$ cat config.mk
export PLATFORM = sky130hd
export DESIGN_NAME = lbsn_link_port
export DESIGN_NICKNAME = d
export VERILOG_FILES = /design/src/lbsn_pkg.sv /design/src/lbsn_timer_if.sv /design/src/lbsn_link_port.sv /design/src/lbsn_step_timer.sv
export SDC_FILE = /design/constraint.sdc
export NUM_CORES = 1
export LEC_CHECK = 0
export BUFFER_PORTS_ARGS = -buffer_cell sky130_fd_sc_hd__buf_2
export CAP_MARGIN = 0
export CORE_ASPECT_RATIO = 1.5
export CORE_MARGIN = 8
export CORE_UTILIZATION = 58
export CTS_BUF_LIST = sky130_fd_sc_hd__clkbuf_8
export DETAILED_ROUTE_END_ITERATION = 6
export MAX_ROUTING_LAYER = met4
export PLACE_DENSITY = 0.94
export SKIP_LAST_GASP = 1
export SLEW_MARGIN = 20
export SYNTH_ARGS = -nofsm -noshare
export SYNTH_HDL_FRONTEND = slang
export SYNTH_SLANG_ARGS = --single-unit
$ cat constraint.sdc
create_clock -name sys_clk -period 3.8 [get_ports sys_clk]
set_clock_uncertainty 0.05 [all_clocks]
set_input_delay 0.76 -clock sys_clk [delete_from_list [all_inputs] [get_ports sys_clk]]
set_output_delay 0.76 -clock sys_clk [all_outputs]
set_load 0.01 [all_outputs]
$ cat src/lbsn_pkg.sv
package lbsn_pkg;

  // Clock and timing
  localparam int unsigned CLK_HZ = 40_000_000;
  localparam int unsigned MS_PER_S = 1000;
  localparam int unsigned STEP0_MS = 400;
  localparam int unsigned STEP1_MS = 200;
  localparam int unsigned STEP2_MS = 100;
  localparam int unsigned STEP3_MS = 300;
  localparam int TMR_W = 24;

  function automatic int unsigned ms_to_cyc(input int unsigned ms);
    return ms * (CLK_HZ / MS_PER_S);
  endfunction

  // Character counts
  localparam int CNT_W = 8;
  localparam logic [CNT_W-1:0] IDLE_SYNC_MIN = 8'hc8;
  localparam logic [CNT_W-1:0] GAP_MIN = 8'h0a;

  // Schedule
  localparam logic [1:0] STEP_FIRST = 2'h0;
  localparam logic [1:0] STEP_LAST = 2'h3;

  // Register map
  localparam int ADDR_W = 8;
  localparam logic [ADDR_W-1:0] ADDR_CTRL = 8'h00;
  localparam logic [ADDR_W-1:0] ADDR_STATUS = 8'h04;
  localparam logic [ADDR_W-1:0] ADDR_EVENT = 8'h08;

  localparam int CTRL_DUAL_BIT = 0;
  localparam int CTRL_TYPE_LSB = 1;
  localparam int CTRL_NORMAL_BIT = 3;

  localparam int EV_POWER_ON_SELF_TEST_BIT = 0;
  localparam int EV_RESET_BIT = 1;
  localparam int EV_ERP_BIT = 2;
  localparam int EV_SETUP_BIT = 3;
  localparam int EV_BOUNCE_BIT = 4;
  localparam int EV_RATE_LSB = 5;
  localparam int EV_RATE_W = 3;

  localparam int ST_FSM_LSB = 0;
  localparam int ST_PSTATE_LSB = 3;
  localparam int ST_STEP_LSB = 5;
  localparam int ST_LINKUP_BIT = 7;
  localparam int ST_OWED_BIT = 8;
  localparam int ST_WAIT_BIT = 9;
  localparam int ST_BOUNCE_BIT = 10;
  localparam int ST_PRIV_BIT = 11;
  localparam int ST_FAULT_BIT = 12;
  localparam int ST_RATE_BIT = 13;

  // Bus
  localparam logic [1:0] HTRANS_NONSEQ = 2'h2;
  localparam logic [31:0] RDATA_ZERO = 32'h0000_0000;

  typedef enum logic [1:0] {
    NODE_SINGLE = 2'h0,
    NODE_DUAL = 2'h1,
    NODE_SWITCH = 2'h2,
    NODE_RSVD = 2'h3
  } lbsn_node_t;

  typedef enum logic [1:0] {
    TX_IDLE_SYNC = 2'h0,
    TX_FRAME_GAP = 2'h1,
    TX_RECV_READY = 2'h2
  } lbsn_txchar_t;

  typedef enum logic [1:0] {
    PS_DISABLED = 2'h0,
    PS_ENABLED = 2'h1,
    PS_READY = 2'h2
  } lbsn_pstate_t;

  typedef enum logic [2:0] {
    FSM_FAULT_WAIT = 3'h0,
    FSM_IDLE_SYNC = 3'h1,
    FSM_ENABLED = 3'h3,
    FSM_GAP_WAIT = 3'h2,
    FSM_SEND_RR = 3'h6,
    FSM_WAIT_RR = 3'h7,
    FSM_ACTIVE = 3'h5
  } lbsn_fsm_t;

endpackage

$ cat src/lbsn_timer_if.sv
`timescale 1ns/1ps
`default_nettype none
interface lbsn_timer_if;
  logic restart;
  logic advance;
  logic expired;
  logic rateHigh;
  logic [1:0] step;

  modport ctrl (output restart, output advance, input expired, input rateHigh, input step);
  modport timer (input restart, input advance, output expired, output rateHigh, output step);
endinterface
`default_nettype wire

$ cat src/lbsn_link_port.sv
// Notes on behaviour
// - Set bounce flag on single/switch, down port, request
// - Dual node clears flag: both up, no request
// - Flag set reflects tokens, else forwards them
// - Resets and renegotiate put port Disabled, Privileged
// - Hold idle while line fault, then negotiate
// - Set link up before any credit exchange
// - Send ten frame gaps before first ready pair
// - Need buffer space, send ready pair, clear owed
// - Wait remote ready pair, clear wait, then frames
// - Sync plus frame gap ends negotiation, Ready
// - Single rate: 200 idle, Enabled, gaps until Ready
// - Dual rate steps: 400/400, 200/200, 400/100, 200/300
// - Step lengths within ten percent, kept nominal
// - Each step: set rate, Disabled, timer, 200 idle
// - Sync in step: Enabled, idle replaced by gaps
// - Gap before expiry gives Ready, else next step
// - After fourth step wrap to first, endlessly
`timescale 1ns/1ps
`default_nettype none
module lbsn_link_port
  import lbsn_pkg::*;
#(
  parameter int unsigned STEP0_CYC = ms_to_cyc(STEP0_MS),
  parameter int unsigned STEP1_CYC = ms_to_cyc(STEP1_MS),
  parameter int unsigned STEP2_CYC = ms_to_cyc(STEP2_MS),
  parameter int unsigned STEP3_CYC = ms_to_cyc(STEP3_MS)
) (
  // Clock and reset
  input wire logic sys_clk,
  input wire logic rst,
  // AHB-Lite slave
  input wire logic hsel,
  input wire logic [31:0] haddr,
  input wire logic [1:0] htrans,
  input wire logic hwrite,
  input wire logic [2:0] hsize,
  input wire logic [31:0] hwdata,
  input wire logic hready,
  output logic hreadyout,
  output logic [31:0] hrdata,
  output logic hresp,
  // Line status pins
  input wire logic lineFault,
  input wire logic charSync,
  input wire logic otherPortOper,
  // Receive decoder strobes
  input wire logic gapRx,
  input wire logic recvReadyRx,
  input wire logic tokenRx,
  // Transmit side
  input wire logic txCharStrobe,
  input wire logic bufFree,
  output lbsn_txchar_t txChar,
  output logic rateHigh,
  output logic tokenBounceOut,
  output logic tokenForwardOut,
  // Port status
  output lbsn_pstate_t portState,
  output logic privMode,
  output logic linkUp,
  output logic creditOwed,
  output logic creditWait,
  output logic privFramesOk
);

  typedef struct packed {
    logic faultMeta;
    logic faultSync;
    logic syncMeta;
    logic syncSync;
    logic operMeta;
    logic operSync;
    lbsn_fsm_t fsm;
    logic [CNT_W-1:0] charCnt;
    lbsn_txchar_t txChar;
    lbsn_pstate_t pstate;
    logic privMode;
    logic linkUp;
    logic creditOwed;
    logic creditWait;
    logic tokenBounce;
    logic tokenBack;
    logic tokenOn;
    logic dualRate;
    lbsn_node_t nodeType;
    logic wrPend;
    logic [ADDR_W-1:0] wrAddr;
    logic [31:0] rdata;
  } lbsn_port_state_t;

  lbsn_port_state_t state_q;
  lbsn_port_state_t state_d;

  lbsn_timer_if tmrIf ();

  lbsn_step_timer #(
    .STEP0_CYC(STEP0_CYC),
    .STEP1_CYC(STEP1_CYC),
    .STEP2_CYC(STEP2_CYC),
    .STEP3_CYC(STEP3_CYC)
  ) u_step_timer (
    .sys_clk(sys_clk),
    .rst(rst),
    .tmr(tmrIf.timer)
  );

  logic busAccess;
  logic evWrite;
  logic ctrlWrite;
  logic evPost;
  logic evReset;
  logic evErp;
  logic evSetup;
  logic evBounce;
  logic evRate;
  logic enterDisabled;
  logic [31:0] statusWord;
  logic [31:0] ctrlWord;

  function automatic logic [ADDR_W-1:0] reg_addr(input logic [31:0] a);
    return a[ADDR_W-1:0];
  endfunction

  function automatic logic step_due(input logic dual, input logic expired);
    return dual && expired;
  endfunction

  assign busAccess = hsel && hready && (htrans == HTRANS_NONSEQ);
  assign evWrite = state_q.wrPend && (state_q.wrAddr == ADDR_EVENT);
  assign ctrlWrite = state_q.wrPend && (state_q.wrAddr == ADDR_CTRL);
  assign evPost = evWrite && hwdata[EV_POWER_ON_SELF_TEST_BIT];
  assign evReset = evWrite && hwdata[EV_RESET_BIT];
  assign evErp = evWrite && hwdata[EV_ERP_BIT];
  assign evSetup = evWrite && hwdata[EV_SETUP_BIT];
  assign evBounce = hwdata[EV_BOUNCE_BIT];
  assign evRate = evSetup && (hwdata[EV_RATE_LSB +: EV_RATE_W] != '0);
  assign enterDisabled = evPost || evReset || evErp || evRate;

  // Register read words
  always_comb begin
    statusWord = RDATA_ZERO;
    statusWord[ST_FSM_LSB +: 3] = state_q.fsm;
    statusWord[ST_PSTATE_LSB +: 2] = state_q.pstate;
    statusWord[ST_STEP_LSB +: 2] = tmrIf.step;
    statusWord[ST_LINKUP_BIT] = state_q.linkUp;
    statusWord[ST_OWED_BIT] = state_q.creditOwed;
    statusWord[ST_WAIT_BIT] = state_q.creditWait;
    statusWord[ST_BOUNCE_BIT] = state_q.tokenBounce;
    statusWord[ST_PRIV_BIT] = state_q.privMode;
    statusWord[ST_FAULT_BIT] = state_q.faultSync;
    statusWord[ST_RATE_BIT] = tmrIf.rateHigh;
    ctrlWord = RDATA_ZERO;
    ctrlWord[CTRL_DUAL_BIT] = state_q.dualRate;
    ctrlWord[CTRL_TYPE_LSB +: 2] = state_q.nodeType;
  end

  always_comb begin
    state_d = state_q;
    tmrIf.restart = 1'b0;
    tmrIf.advance = 1'b0;

    // Pin synchronisers
    state_d.faultMeta = lineFault;
    state_d.faultSync = state_q.faultMeta;
    state_d.syncMeta = charSync;
    state_d.syncSync = state_q.syncMeta;
    state_d.operMeta = otherPortOper;
    state_d.operSync = state_q.operMeta;

    // Bus slave, zero wait states
    state_d.wrPend = busAccess && hwrite;
    state_d.wrAddr = reg_addr(haddr);
    if (busAccess && !hwrite) begin
      case (reg_addr(haddr))
        ADDR_CTRL: state_d.rdata = ctrlWord;
        ADDR_STATUS: state_d.rdata = statusWord;
        default: state_d.rdata = RDATA_ZERO;
      endcase
    end
    if (ctrlWrite) begin
      state_d.dualRate = hwdata[CTRL_DUAL_BIT];
      state_d.nodeType = lbsn_node_t'(hwdata[CTRL_TYPE_LSB +: 2]);
      if (hwdata[CTRL_NORMAL_BIT]) begin
        state_d.privMode = 1'b0;
      end
    end

    // Character counter steps on every character sent until it holds at all ones
    if (txCharStrobe && state_q.charCnt != '1) begin
      state_d.charCnt = state_q.charCnt + CNT_W'(1);
    end

    case (state_q.fsm)
      // Hold while the line reports a fault
      FSM_FAULT_WAIT: begin
        state_d.txChar = TX_IDLE_SYNC;
        state_d.pstate = PS_DISABLED;
        state_d.charCnt = '0;
        if (!state_q.faultSync) begin
          tmrIf.restart = 1'b1;
          state_d.fsm = FSM_IDLE_SYNC;
        end
      end

      // Idle characters until count and, in dual rate, sync allow
      FSM_IDLE_SYNC: begin
        state_d.txChar = TX_IDLE_SYNC;
        state_d.pstate = PS_DISABLED;
        if (step_due(state_q.dualRate, tmrIf.expired)) begin
          tmrIf.advance = 1'b1;
          state_d.charCnt = '0;
        end else if (state_q.charCnt >= IDLE_SYNC_MIN) begin
          if (!state_q.dualRate || state_q.syncSync) begin
            state_d.fsm = FSM_ENABLED;
            state_d.pstate = PS_ENABLED;
            state_d.txChar = TX_FRAME_GAP;
          end
        end
      end

      // Frame gaps until a gap is decoded
      FSM_ENABLED: begin
        state_d.txChar = TX_FRAME_GAP;
        if (state_q.syncSync && gapRx) begin
          state_d.fsm = FSM_GAP_WAIT;
          state_d.pstate = PS_READY;
          state_d.linkUp = 1'b1;
          state_d.charCnt = '0;
        end else if (step_due(state_q.dualRate, tmrIf.expired)) begin
          tmrIf.advance = 1'b1;
          state_d.fsm = FSM_IDLE_SYNC;
          state_d.pstate = PS_DISABLED;
          state_d.txChar = TX_IDLE_SYNC;
          state_d.charCnt = '0;
        end
      end

      // Minimum run of gaps after link up
      FSM_GAP_WAIT: begin
        state_d.txChar = TX_FRAME_GAP;
        if (state_q.charCnt >= GAP_MIN) begin
          state_d.fsm = FSM_SEND_RR;
        end
      end

      // Offer credit once a buffer is free
      FSM_SEND_RR: begin
        if (bufFree) begin
          state_d.txChar = TX_RECV_READY;
          if (txCharStrobe && state_q.txChar == TX_RECV_READY) begin
            state_d.creditOwed = 1'b0;
            state_d.txChar = TX_FRAME_GAP;
            state_d.fsm = FSM_WAIT_RR;
          end
        end else begin
          state_d.txChar = TX_FRAME_GAP;
        end
      end

      // Await the partner's credit
      FSM_WAIT_RR: begin
        state_d.txChar = TX_FRAME_GAP;
        if (recvReadyRx) begin
          state_d.creditWait = 1'b0;
          state_d.fsm = FSM_ACTIVE;
        end
      end

      // Bring-up complete
      FSM_ACTIVE: begin
        state_d.txChar = TX_FRAME_GAP;
      end

      default: begin
        state_d.fsm = FSM_FAULT_WAIT;
      end
    endcase

    // Restart of bring-up wins over the sequence above
    if (enterDisabled) begin
      state_d.fsm = FSM_FAULT_WAIT;
      state_d.pstate = PS_DISABLED;
      state_d.privMode = 1'b1;
      state_d.linkUp = 1'b0;
      state_d.creditOwed = 1'b1;
      state_d.creditWait = 1'b1;
      state_d.txChar = TX_IDLE_SYNC;
      state_d.charCnt = '0;
    end

    // Token bounce flag, set wins over clear
    if (evSetup && !evBounce && state_q.nodeType == NODE_DUAL
        && state_q.linkUp && state_q.operSync) begin
      state_d.tokenBounce = 1'b0;
    end
    if (state_q.nodeType != NODE_DUAL
        || !state_q.linkUp || !state_q.operSync
        || (evSetup && evBounce)) begin
      state_d.tokenBounce = 1'b1;
    end

    // Received tokens go back or onward
    state_d.tokenBack = tokenRx && state_q.tokenBounce;
    state_d.tokenOn = tokenRx && !state_q.tokenBounce;
  end

  always_ff @(posedge sys_clk or posedge rst) begin
    if (rst) begin
      state_q <= '{
        fsm: FSM_FAULT_WAIT,
        txChar: TX_IDLE_SYNC,
        pstate: PS_DISABLED,
        privMode: 1'b1,
        creditOwed: 1'b1,
        creditWait: 1'b1,
        tokenBounce: 1'b1,
        nodeType: NODE_SINGLE,
        faultMeta: 1'b1,
        faultSync: 1'b1,
        default: '0
      };
    end else begin
      state_q <= state_d;
    end
  end

  assign hreadyout = 1'b1;
  assign hresp = 1'b0;
  assign hrdata = state_q.rdata;
  assign txChar = state_q.txChar;
  assign rateHigh = tmrIf.rateHigh;
  assign tokenBounceOut = state_q.tokenBack;
  assign tokenForwardOut = state_q.tokenOn;
  assign portState = state_q.pstate;
  assign privMode = state_q.privMode;
  assign linkUp = state_q.linkUp;
  assign creditOwed = state_q.creditOwed;
  assign creditWait = state_q.creditWait;
  assign privFramesOk = (state_q.fsm == FSM_ACTIVE);

endmodule
`default_nettype wire

$ cat src/lbsn_step_timer.sv
`timescale 1ns/1ps
`default_nettype none
module lbsn_step_timer
  import lbsn_pkg::*;
#(
  parameter int unsigned STEP0_CYC = ms_to_cyc(STEP0_MS),
  parameter int unsigned STEP1_CYC = ms_to_cyc(STEP1_MS),
  parameter int unsigned STEP2_CYC = ms_to_cyc(STEP2_MS),
  parameter int unsigned STEP3_CYC = ms_to_cyc(STEP3_MS)
) (
  // Clock and reset
  input wire logic sys_clk,
  input wire logic rst,
  // Control
  lbsn_timer_if.timer tmr
);

  typedef struct packed {
    logic [1:0] step;
    logic [TMR_W-1:0] count;
  } lbsn_tmr_state_t;

  lbsn_tmr_state_t state_q;
  lbsn_tmr_state_t state_d;

  // Nominal step length, no deliberate deviation
  function automatic logic [TMR_W-1:0] step_len(input logic [1:0] s);
    case (s)
      2'h0: step_len = TMR_W'(STEP0_CYC - 1);
      2'h1: step_len = TMR_W'(STEP1_CYC - 1);
      2'h2: step_len = TMR_W'(STEP2_CYC - 1);
      default: step_len = TMR_W'(STEP3_CYC - 1);
    endcase
  endfunction

  always_comb begin
    state_d = state_q;
    if (tmr.restart) begin
      state_d.step = STEP_FIRST;
      state_d.count = step_len(STEP_FIRST);
    end else if (tmr.advance) begin
      state_d.step = state_q.step + 2'h1;
      state_d.count = step_len(state_q.step + 2'h1);
    end else if (state_q.count != '0) begin
      state_d.count = state_q.count - TMR_W'(1);
    end
  end

  always_ff @(posedge sys_clk or posedge rst) begin
    if (rst) begin
      state_q <= '{step: STEP_FIRST, count: '0};
    end else begin
      state_q <= state_d;
    end
  end

  assign tmr.expired = (state_q.count == '0);
  assign tmr.step = state_q.step;
  assign tmr.rateHigh = ~state_q.step[0];

endmodule
`default_nettype wire

# ---- After elaboration in Yosys (flattened, before gate mapping)
# Index checks and enable logic that the tools add are counted.
dict set report op_classes {
  addsub 3
  n_lt_le_gt_ge 2
  eq_ne 25
  muxes 46
  bitwise 1
  reduce_logical 63
}
# operator n
set op_table {}
lappend op_table {{24-bit case mux with 3 select lines} 1}
lappend op_table {{24-bit 2-to-1 mux} 2}
lappend op_table {{3-bit 2-to-1 mux} 11}
lappend op_table {{14-bit case mux with 2 select lines} 1}
lappend op_table {{26-bit 2-to-1 mux} 1}
lappend op_table {{24-bit logical NOT} 1}
lappend op_table {{3-bit inequality test (second input constant)} 8}
lappend op_table {{8-bit case mux with 3 select lines} 1}
lappend op_table {{24-bit nonzero test} 1}
lappend op_table {{24-bit by 1-bit subtractor with 24-bit output (second input constant)} 1}
lappend op_table {{1-bit logical AND} 22}
lappend op_table {{2-bit nonzero test} 11}
lappend op_table {{3-bit case mux with 7 select lines} 1}
lappend op_table {{19-bit 2-to-1 mux} 1}
lappend op_table {{8-bit logical NOT} 2}
lappend op_table {{8-bit 2-to-1 mux} 2}
lappend op_table {{1-bit 2-to-1 mux} 15}
lappend op_table {{15-bit 2-to-1 mux} 1}
lappend op_table {{11-bit 2-to-1 mux} 1}
lappend op_table {{2-bit 2-to-1 mux} 5}
lappend op_table {{2-bit case mux with 5 select lines} 1}
lappend op_table {{10-bit AND reduction} 1}
lappend op_table {{3-bit == test (second input constant)} 3}
lappend op_table {{8-bit by 1-bit adder with 8-bit output (second input constant)} 1}
lappend op_table {{other kinds (25)} 45}
dict set report word_totals {
  register_bits 98
  input_bits 82
  word_cells 164
}

# ---- Logic depth before layout (Yosys ltp)
dict set report depth {
  depth_word 9
  depth_mapped 9
  mapped_depth_nobuf 7
}

# ---- Cells and area by module
# From an unflattened synthesis, not the netlist that was laid out.
dict set report unflattened {
  cells_unflattened 415
  area_unflattened_um2 4321.6
}
# module n_inst cells_per_inst area_each_um2
set by_module_without_submodules {}
lappend by_module_without_submodules {lbsn_link_port 1 251 2767.7}
lappend by_module_without_submodules {lbsn_step_timer 1 164 1554.0}

# ---- Worst setup path after synthesis
# OpenSTA, ideal clock, no wires.
dict set report synth_path {
  kind {register to register}
  start {register u_step_timer.state_q[16] (netlist name)}
  end {register u_step_timer.state_q[8] (netlist name)}
  setup_ps 132
  arrival_time_ps 1893
  setup_slack_ps 1725
  path_stages_with_launch 7
  n_path_buf 1
  synth_period_minus_slack_ps 2075
  path_cell_list {dfrtp_1 -> buf_2 -> nor4_4 -> nand3_4 -> or4_4 -> a221oi_2 -> nor2_1}
}
dict set report synth_between {
  elab_chain_len 7
  word_cells_on_any_way 9
  cone_classes {mux (5); reduce/logical (4)}
}
# item line
set synth_rtl {}
lappend synth_rtl {{from (decl)} lbsn_step_timer.sv:23} ;# lbsn_tmr_state_t state_q;
lappend synth_rtl {{from (signal assigned)} lbsn_step_timer.sv:51} ;# state_q <= '{step: STEP_FIRST, count: '0};
lappend synth_rtl {{from (signal assigned)} lbsn_step_timer.sv:53} ;# state_q <= state_d;
lappend synth_rtl {{24-bit logical NOT} lbsn_step_timer.sv:57} ;# assign tmr.expired = (state_q.count == '0);
lappend synth_rtl {{1-bit logical AND} lbsn_link_port.sv:126} ;# return dual && expired;
lappend synth_rtl {{1-bit 2-to-1 mux} {lbsn_link_port.sv:210, lbsn_link_port.sv:230}}
lappend synth_rtl {{1-bit 2-to-1 mux} lbsn_link_port.sv:225} ;# if (state_q.syncSync && gapRx) begin
lappend synth_rtl {{1-bit case mux with 2 select lines} lbsn_link_port.sv:194} ;# case (state_q.fsm)
lappend synth_rtl {{24-bit 2-to-1 mux} lbsn_step_timer.sv:41} ;# end else if (tmr.advance) begin
lappend synth_rtl {{26-bit 2-to-1 mux} lbsn_step_timer.sv:38} ;# if (tmr.restart) begin
# Parallel ways exist; a longest one is shown, timed or not.
# A chain may end at the register's enable or synchronous reset.

# ---- Final worst setup path
dict set report layout_path {
  start {register u_step_timer.state_q[0] (netlist name)}
  end {register u_step_timer.state_q[6] (netlist name)}
}
dict set report layout_between {
  elab_chain_len 7
  word_cells_on_any_way 11
  cone_classes {add/sub (1); mux (6); reduce/logical (4)}
}
# item
set layout_rtl {}
lappend layout_rtl {{parallel branches: the longest is 7 deep, another holds 24-bit by 1-bit subtractor with 24-bit output}}
# Parallel ways; which one is timed is not known. The select of a mux whose other input is x is not followed.

==> run_results.csv <==
group,metric,value,unit
min_path,hold_end,"state_q[68]",
worst_setup_path,crit_type,"flip-flop to flip-flop",
worst_setup_path,crit_path_end_kind,"flip-flop",
global_route,grt_pass1_wl,15600,um
timing,setup_tns,0,ns
clock_tree,htree_levels,3,
timing,final.period_utilization,75.5,%
cells_and_area,final_nets,542,
min_path,min_path_type,"flip-flop to flip-flop",
cells_and_area,multi_input_area,1940,um2
floorplan,die_x,86.0,um
power,power.leakage,0.00205,uW
timing,period_minus_slack,2.87,ns
worst_setup_path,critPathArrivalTime,3.10,ns
synthesis,ys.flop_type,"dfrtp_1",
cells_and_area,n_fill_cell,510,
synthesis,seq_area_frac_synth,47.1,%
timing,setup_violations,0,
global_route,grt_overflow,0,
cells_and_area,fin_util,64.2,%
synthesis,synth_cells,418,
floorplan,die_area,10400,um2
synthesis,yosysWarnings,0,
floorplan,io_pins,128,
placement,place_ws,0.954,ns
worst_setup_path,cp-start-kind,"flip-flop",
detailed_routing,vias,3289,
cells_and_area,regArea,2010,um2
worst_setup_path,rr_worst_depth,7,
clock_tree,worstSkewPairLatency,0.36,ns
timing,final_hold_viol_count,0,
synthesis,async_flop_share,100,%
synthesis,avgSynthCellArea,10.2,um2
detailed_routing,drt_iter0_drc,367,
clock_tree,clkSinkCount,80,
worst_setup_path,cp_max_fo,11,
timing,drv_slew,0,
global_route,grt_util_all_layers,19.1,%
cells_and_area,instances_no_fill,560,
placement,hpwlAfterDp,6850,um
power,powerDensity,493,nW/um2
power,ir_worst_vdd,0.240,mV
min_path,holdCritStartpoint,"state_d[68]",
clock_tree,cts-resized-gates,0,
timing,whs,0.302,ns
synthesis,ys_ff_latch,80,
placement,gp_congestion,0.889,
global_route,grt_max_degree,81,
global_route,grt_pass1_vias,3325,
run_status,status,"finished, final reports clean",
clock_tree,cts_tree,"done",
synthesis,syn_area,4260,um2
min_path,whs_path_depth,0,
worst_setup_path,reg2reg_slack,0.93,ns
detailed_routing,ant_nets,0,
worst_setup_path,reg2reg_to,"u_step_timer.state_q[6]",
run,cap_viol_max_count,0,
floorplan,initial_core_util,59.4,%
timing,timing.final.ws_setup,0.932,ns
worst_setup_path,crit_required,4.03,ns
timing,rsz0062_at_grt,"false",
worst_setup_path,worstReg2RegStart,"u_step_timer.state_q[0]",
clock_tree,cts_setup_buffers,0,
global_route,antenna_found_initial,0,
detailed_routing,firstDrtPassIters,5,
cells_and_area,drive_gt1_share,22.7,%
clock_tree,cts_root_buf,"clkbuf_8",
detailed_routing,totalWireLength,9390,um
cells_and_area,areaGrowthSynthToFinish,8.07,%
clock_tree,cts_max_path_buffers,2,
timing,max_freq,0.349,GHz
placement,place_inst,543,
timing,slew_headroom,47.8,%
clock_tree,cts.clk_slew.worst_paths,0.07,ns
detailed_routing,wire_per_inst,16.8,um
synthesis,ys_types,59,
placement,numPortBuffers,56,
clock_tree,cts.hold.buffers_added,0,
floorplan,die_h,121,um
clock_tree,numCtsBuffers,9,
timing,worst_pin_slew,0.781,ns
floorplan,rows,38,
detailed_routing,viasPerCell,5.87,
floorplan,core-area,7180,um2
synthesis,synth_edf_count,0,
detailed_routing,drc_errors,0,
cells in the mapped netlist (all sizes together), types with 7 or more instances:
library cell,instances,area (um2)
xnor2,14,123
nor2,34,128
nand2b,10,62.6
nor4,14,148
or4,7,56.3
o21ai,21,105
clkbuf,10,37.5
nor3,10,61.3
buf,42,314
nand2,26,100
dfrtp,74,1850
or3,7,48.8
nand3,14,82.6
inv,11,41.3
a21oi,14,70.1
nand4,9,56.3
a22o,11,96.3
xor2,11,96.3
metrics by stage:
| step | cell area, um2 | power, uW |
|---|---|---|
| finish | 4610 | 2270 |
| global route | 4610 | 2400 |
| CTS | 4600 | 2270 |
| detailed placement | 4410 | 1670 |
| global placement | 4410 | 1640 |
| floorplan | 4330 | 1540 |
critical path, cell delays in order (launching register included):
cell and delay [ns]:
dfrtp_1 0.38, inv_1 0.09, ha_1 0.18, nor2b_1 0.36, nand3_1 0.55, nor4_4 0.68
nor2_1 0.30, a21oi_1 0.19
per-layer routing:
| metal | GRT usage, % | up-vias | wire, um |
|---|---|---|---|
| met3 | 5.49 | 24 | 708 |
| met5 | - | - | 0 |
| met2 | 30.7 | 134 | 4850 |
| li1 | - | 1515 | - |
| met4 | 11.8 | 0 | 317 |
| met1 | 20.3 | 1616 | 3510 |
logic make-up (layout without fill, tap and decap cells):
logic type | count (synthesis) | in the layout | synth area share, %
buffers and inverters | 63 | 86 | 9.21
muxes | 9 | 9 | 2.23
and+or+nand+nor | 158 | 158 | 22.1
other | 2 | 21 | 0.176
DFF | 80 | 80 | 47.1
adders and majority gates | 6 | 6 | 1.76
AOI/OAI and AO/OA | 75 | 75 | 12.3
xor gates and xnor gates | 25 | 25 | 5.13
cell usage in the layout, fill, tap and decap left out, drive strengths merged, types with 3 or more instances in the layout:
cell type,netlist,layout
clkinv,0,3
dfstp,6,6
mux2,4,4
nand2,26,26
nor2,34,34
or2,3,3
nand4,9,9
o31ai,5,5
or4,7,7
a31oi,3,3
a21oi,14,14
nand2b,10,10
ha,6,6
xnor2,14,14
and3,5,5
conb,2,20
or3,7,7
mux2i,5,5
o21ai,21,21
dfrtp,74,74
o211ai,5,5
xor2,11,11
buf,42,59
clkbuf,10,9
a211oi,3,3
nor3,10,10
nor4b,3,3
a22o,11,11
a21o,4,4
nor2b,5,5
inv,11,12
nand3,14,14
nor4,14,14
flip-flops by register name, indices dropped and copies added (netlist names):
register / cells
portState: 2
creditOwed: 1
state_d: 3
creditWait: 1
txChar: 2
linkUp: 1
privMode: 1
u_step_timer.state_q: 24
tokenForwardOut: 1
tokenBounceOut: 1
state_q: 24
hrdata: 14
ctrlWord: 3
u_step_timer.tmr.step: 2
where the power goes:
group	internal, uW	leakage [uW]	switching (uW)
Sequential	954	0.000979	170
Combinational	238	0.000971	311
Clock	297	0.0000962	301
worst max path at each step:
stage                                        from                       to  cells past startpoint
final                     u_step_timer.state_q[0]  u_step_timer.state_q[6]                      7
after global routing      u_step_timer.state_q[0]  u_step_timer.state_q[6]                      7
after CTS                 u_step_timer.state_q[0]  u_step_timer.state_q[6]                      7
after detailed placement                htrans[0]               hrdata[13]                      6
after global placement                  htrans[0]               hrdata[13]                      6
after floorplan                               rst              ctrlWord[0]                      1
area by class of cell:
type	count	share of cell area [%]
Antenna cell	1	0.0543
Clock buffer	9	2.69
Clock inverter	7	1.38
Inverter	11	0.896
Multi-Input combinational cell	293	42.0
Sequential cell	80	43.6
Tap cell	100	2.72
Timing Repair Buffer	59	6.65
No activity file was read; power rests on OpenSTA's default activity.
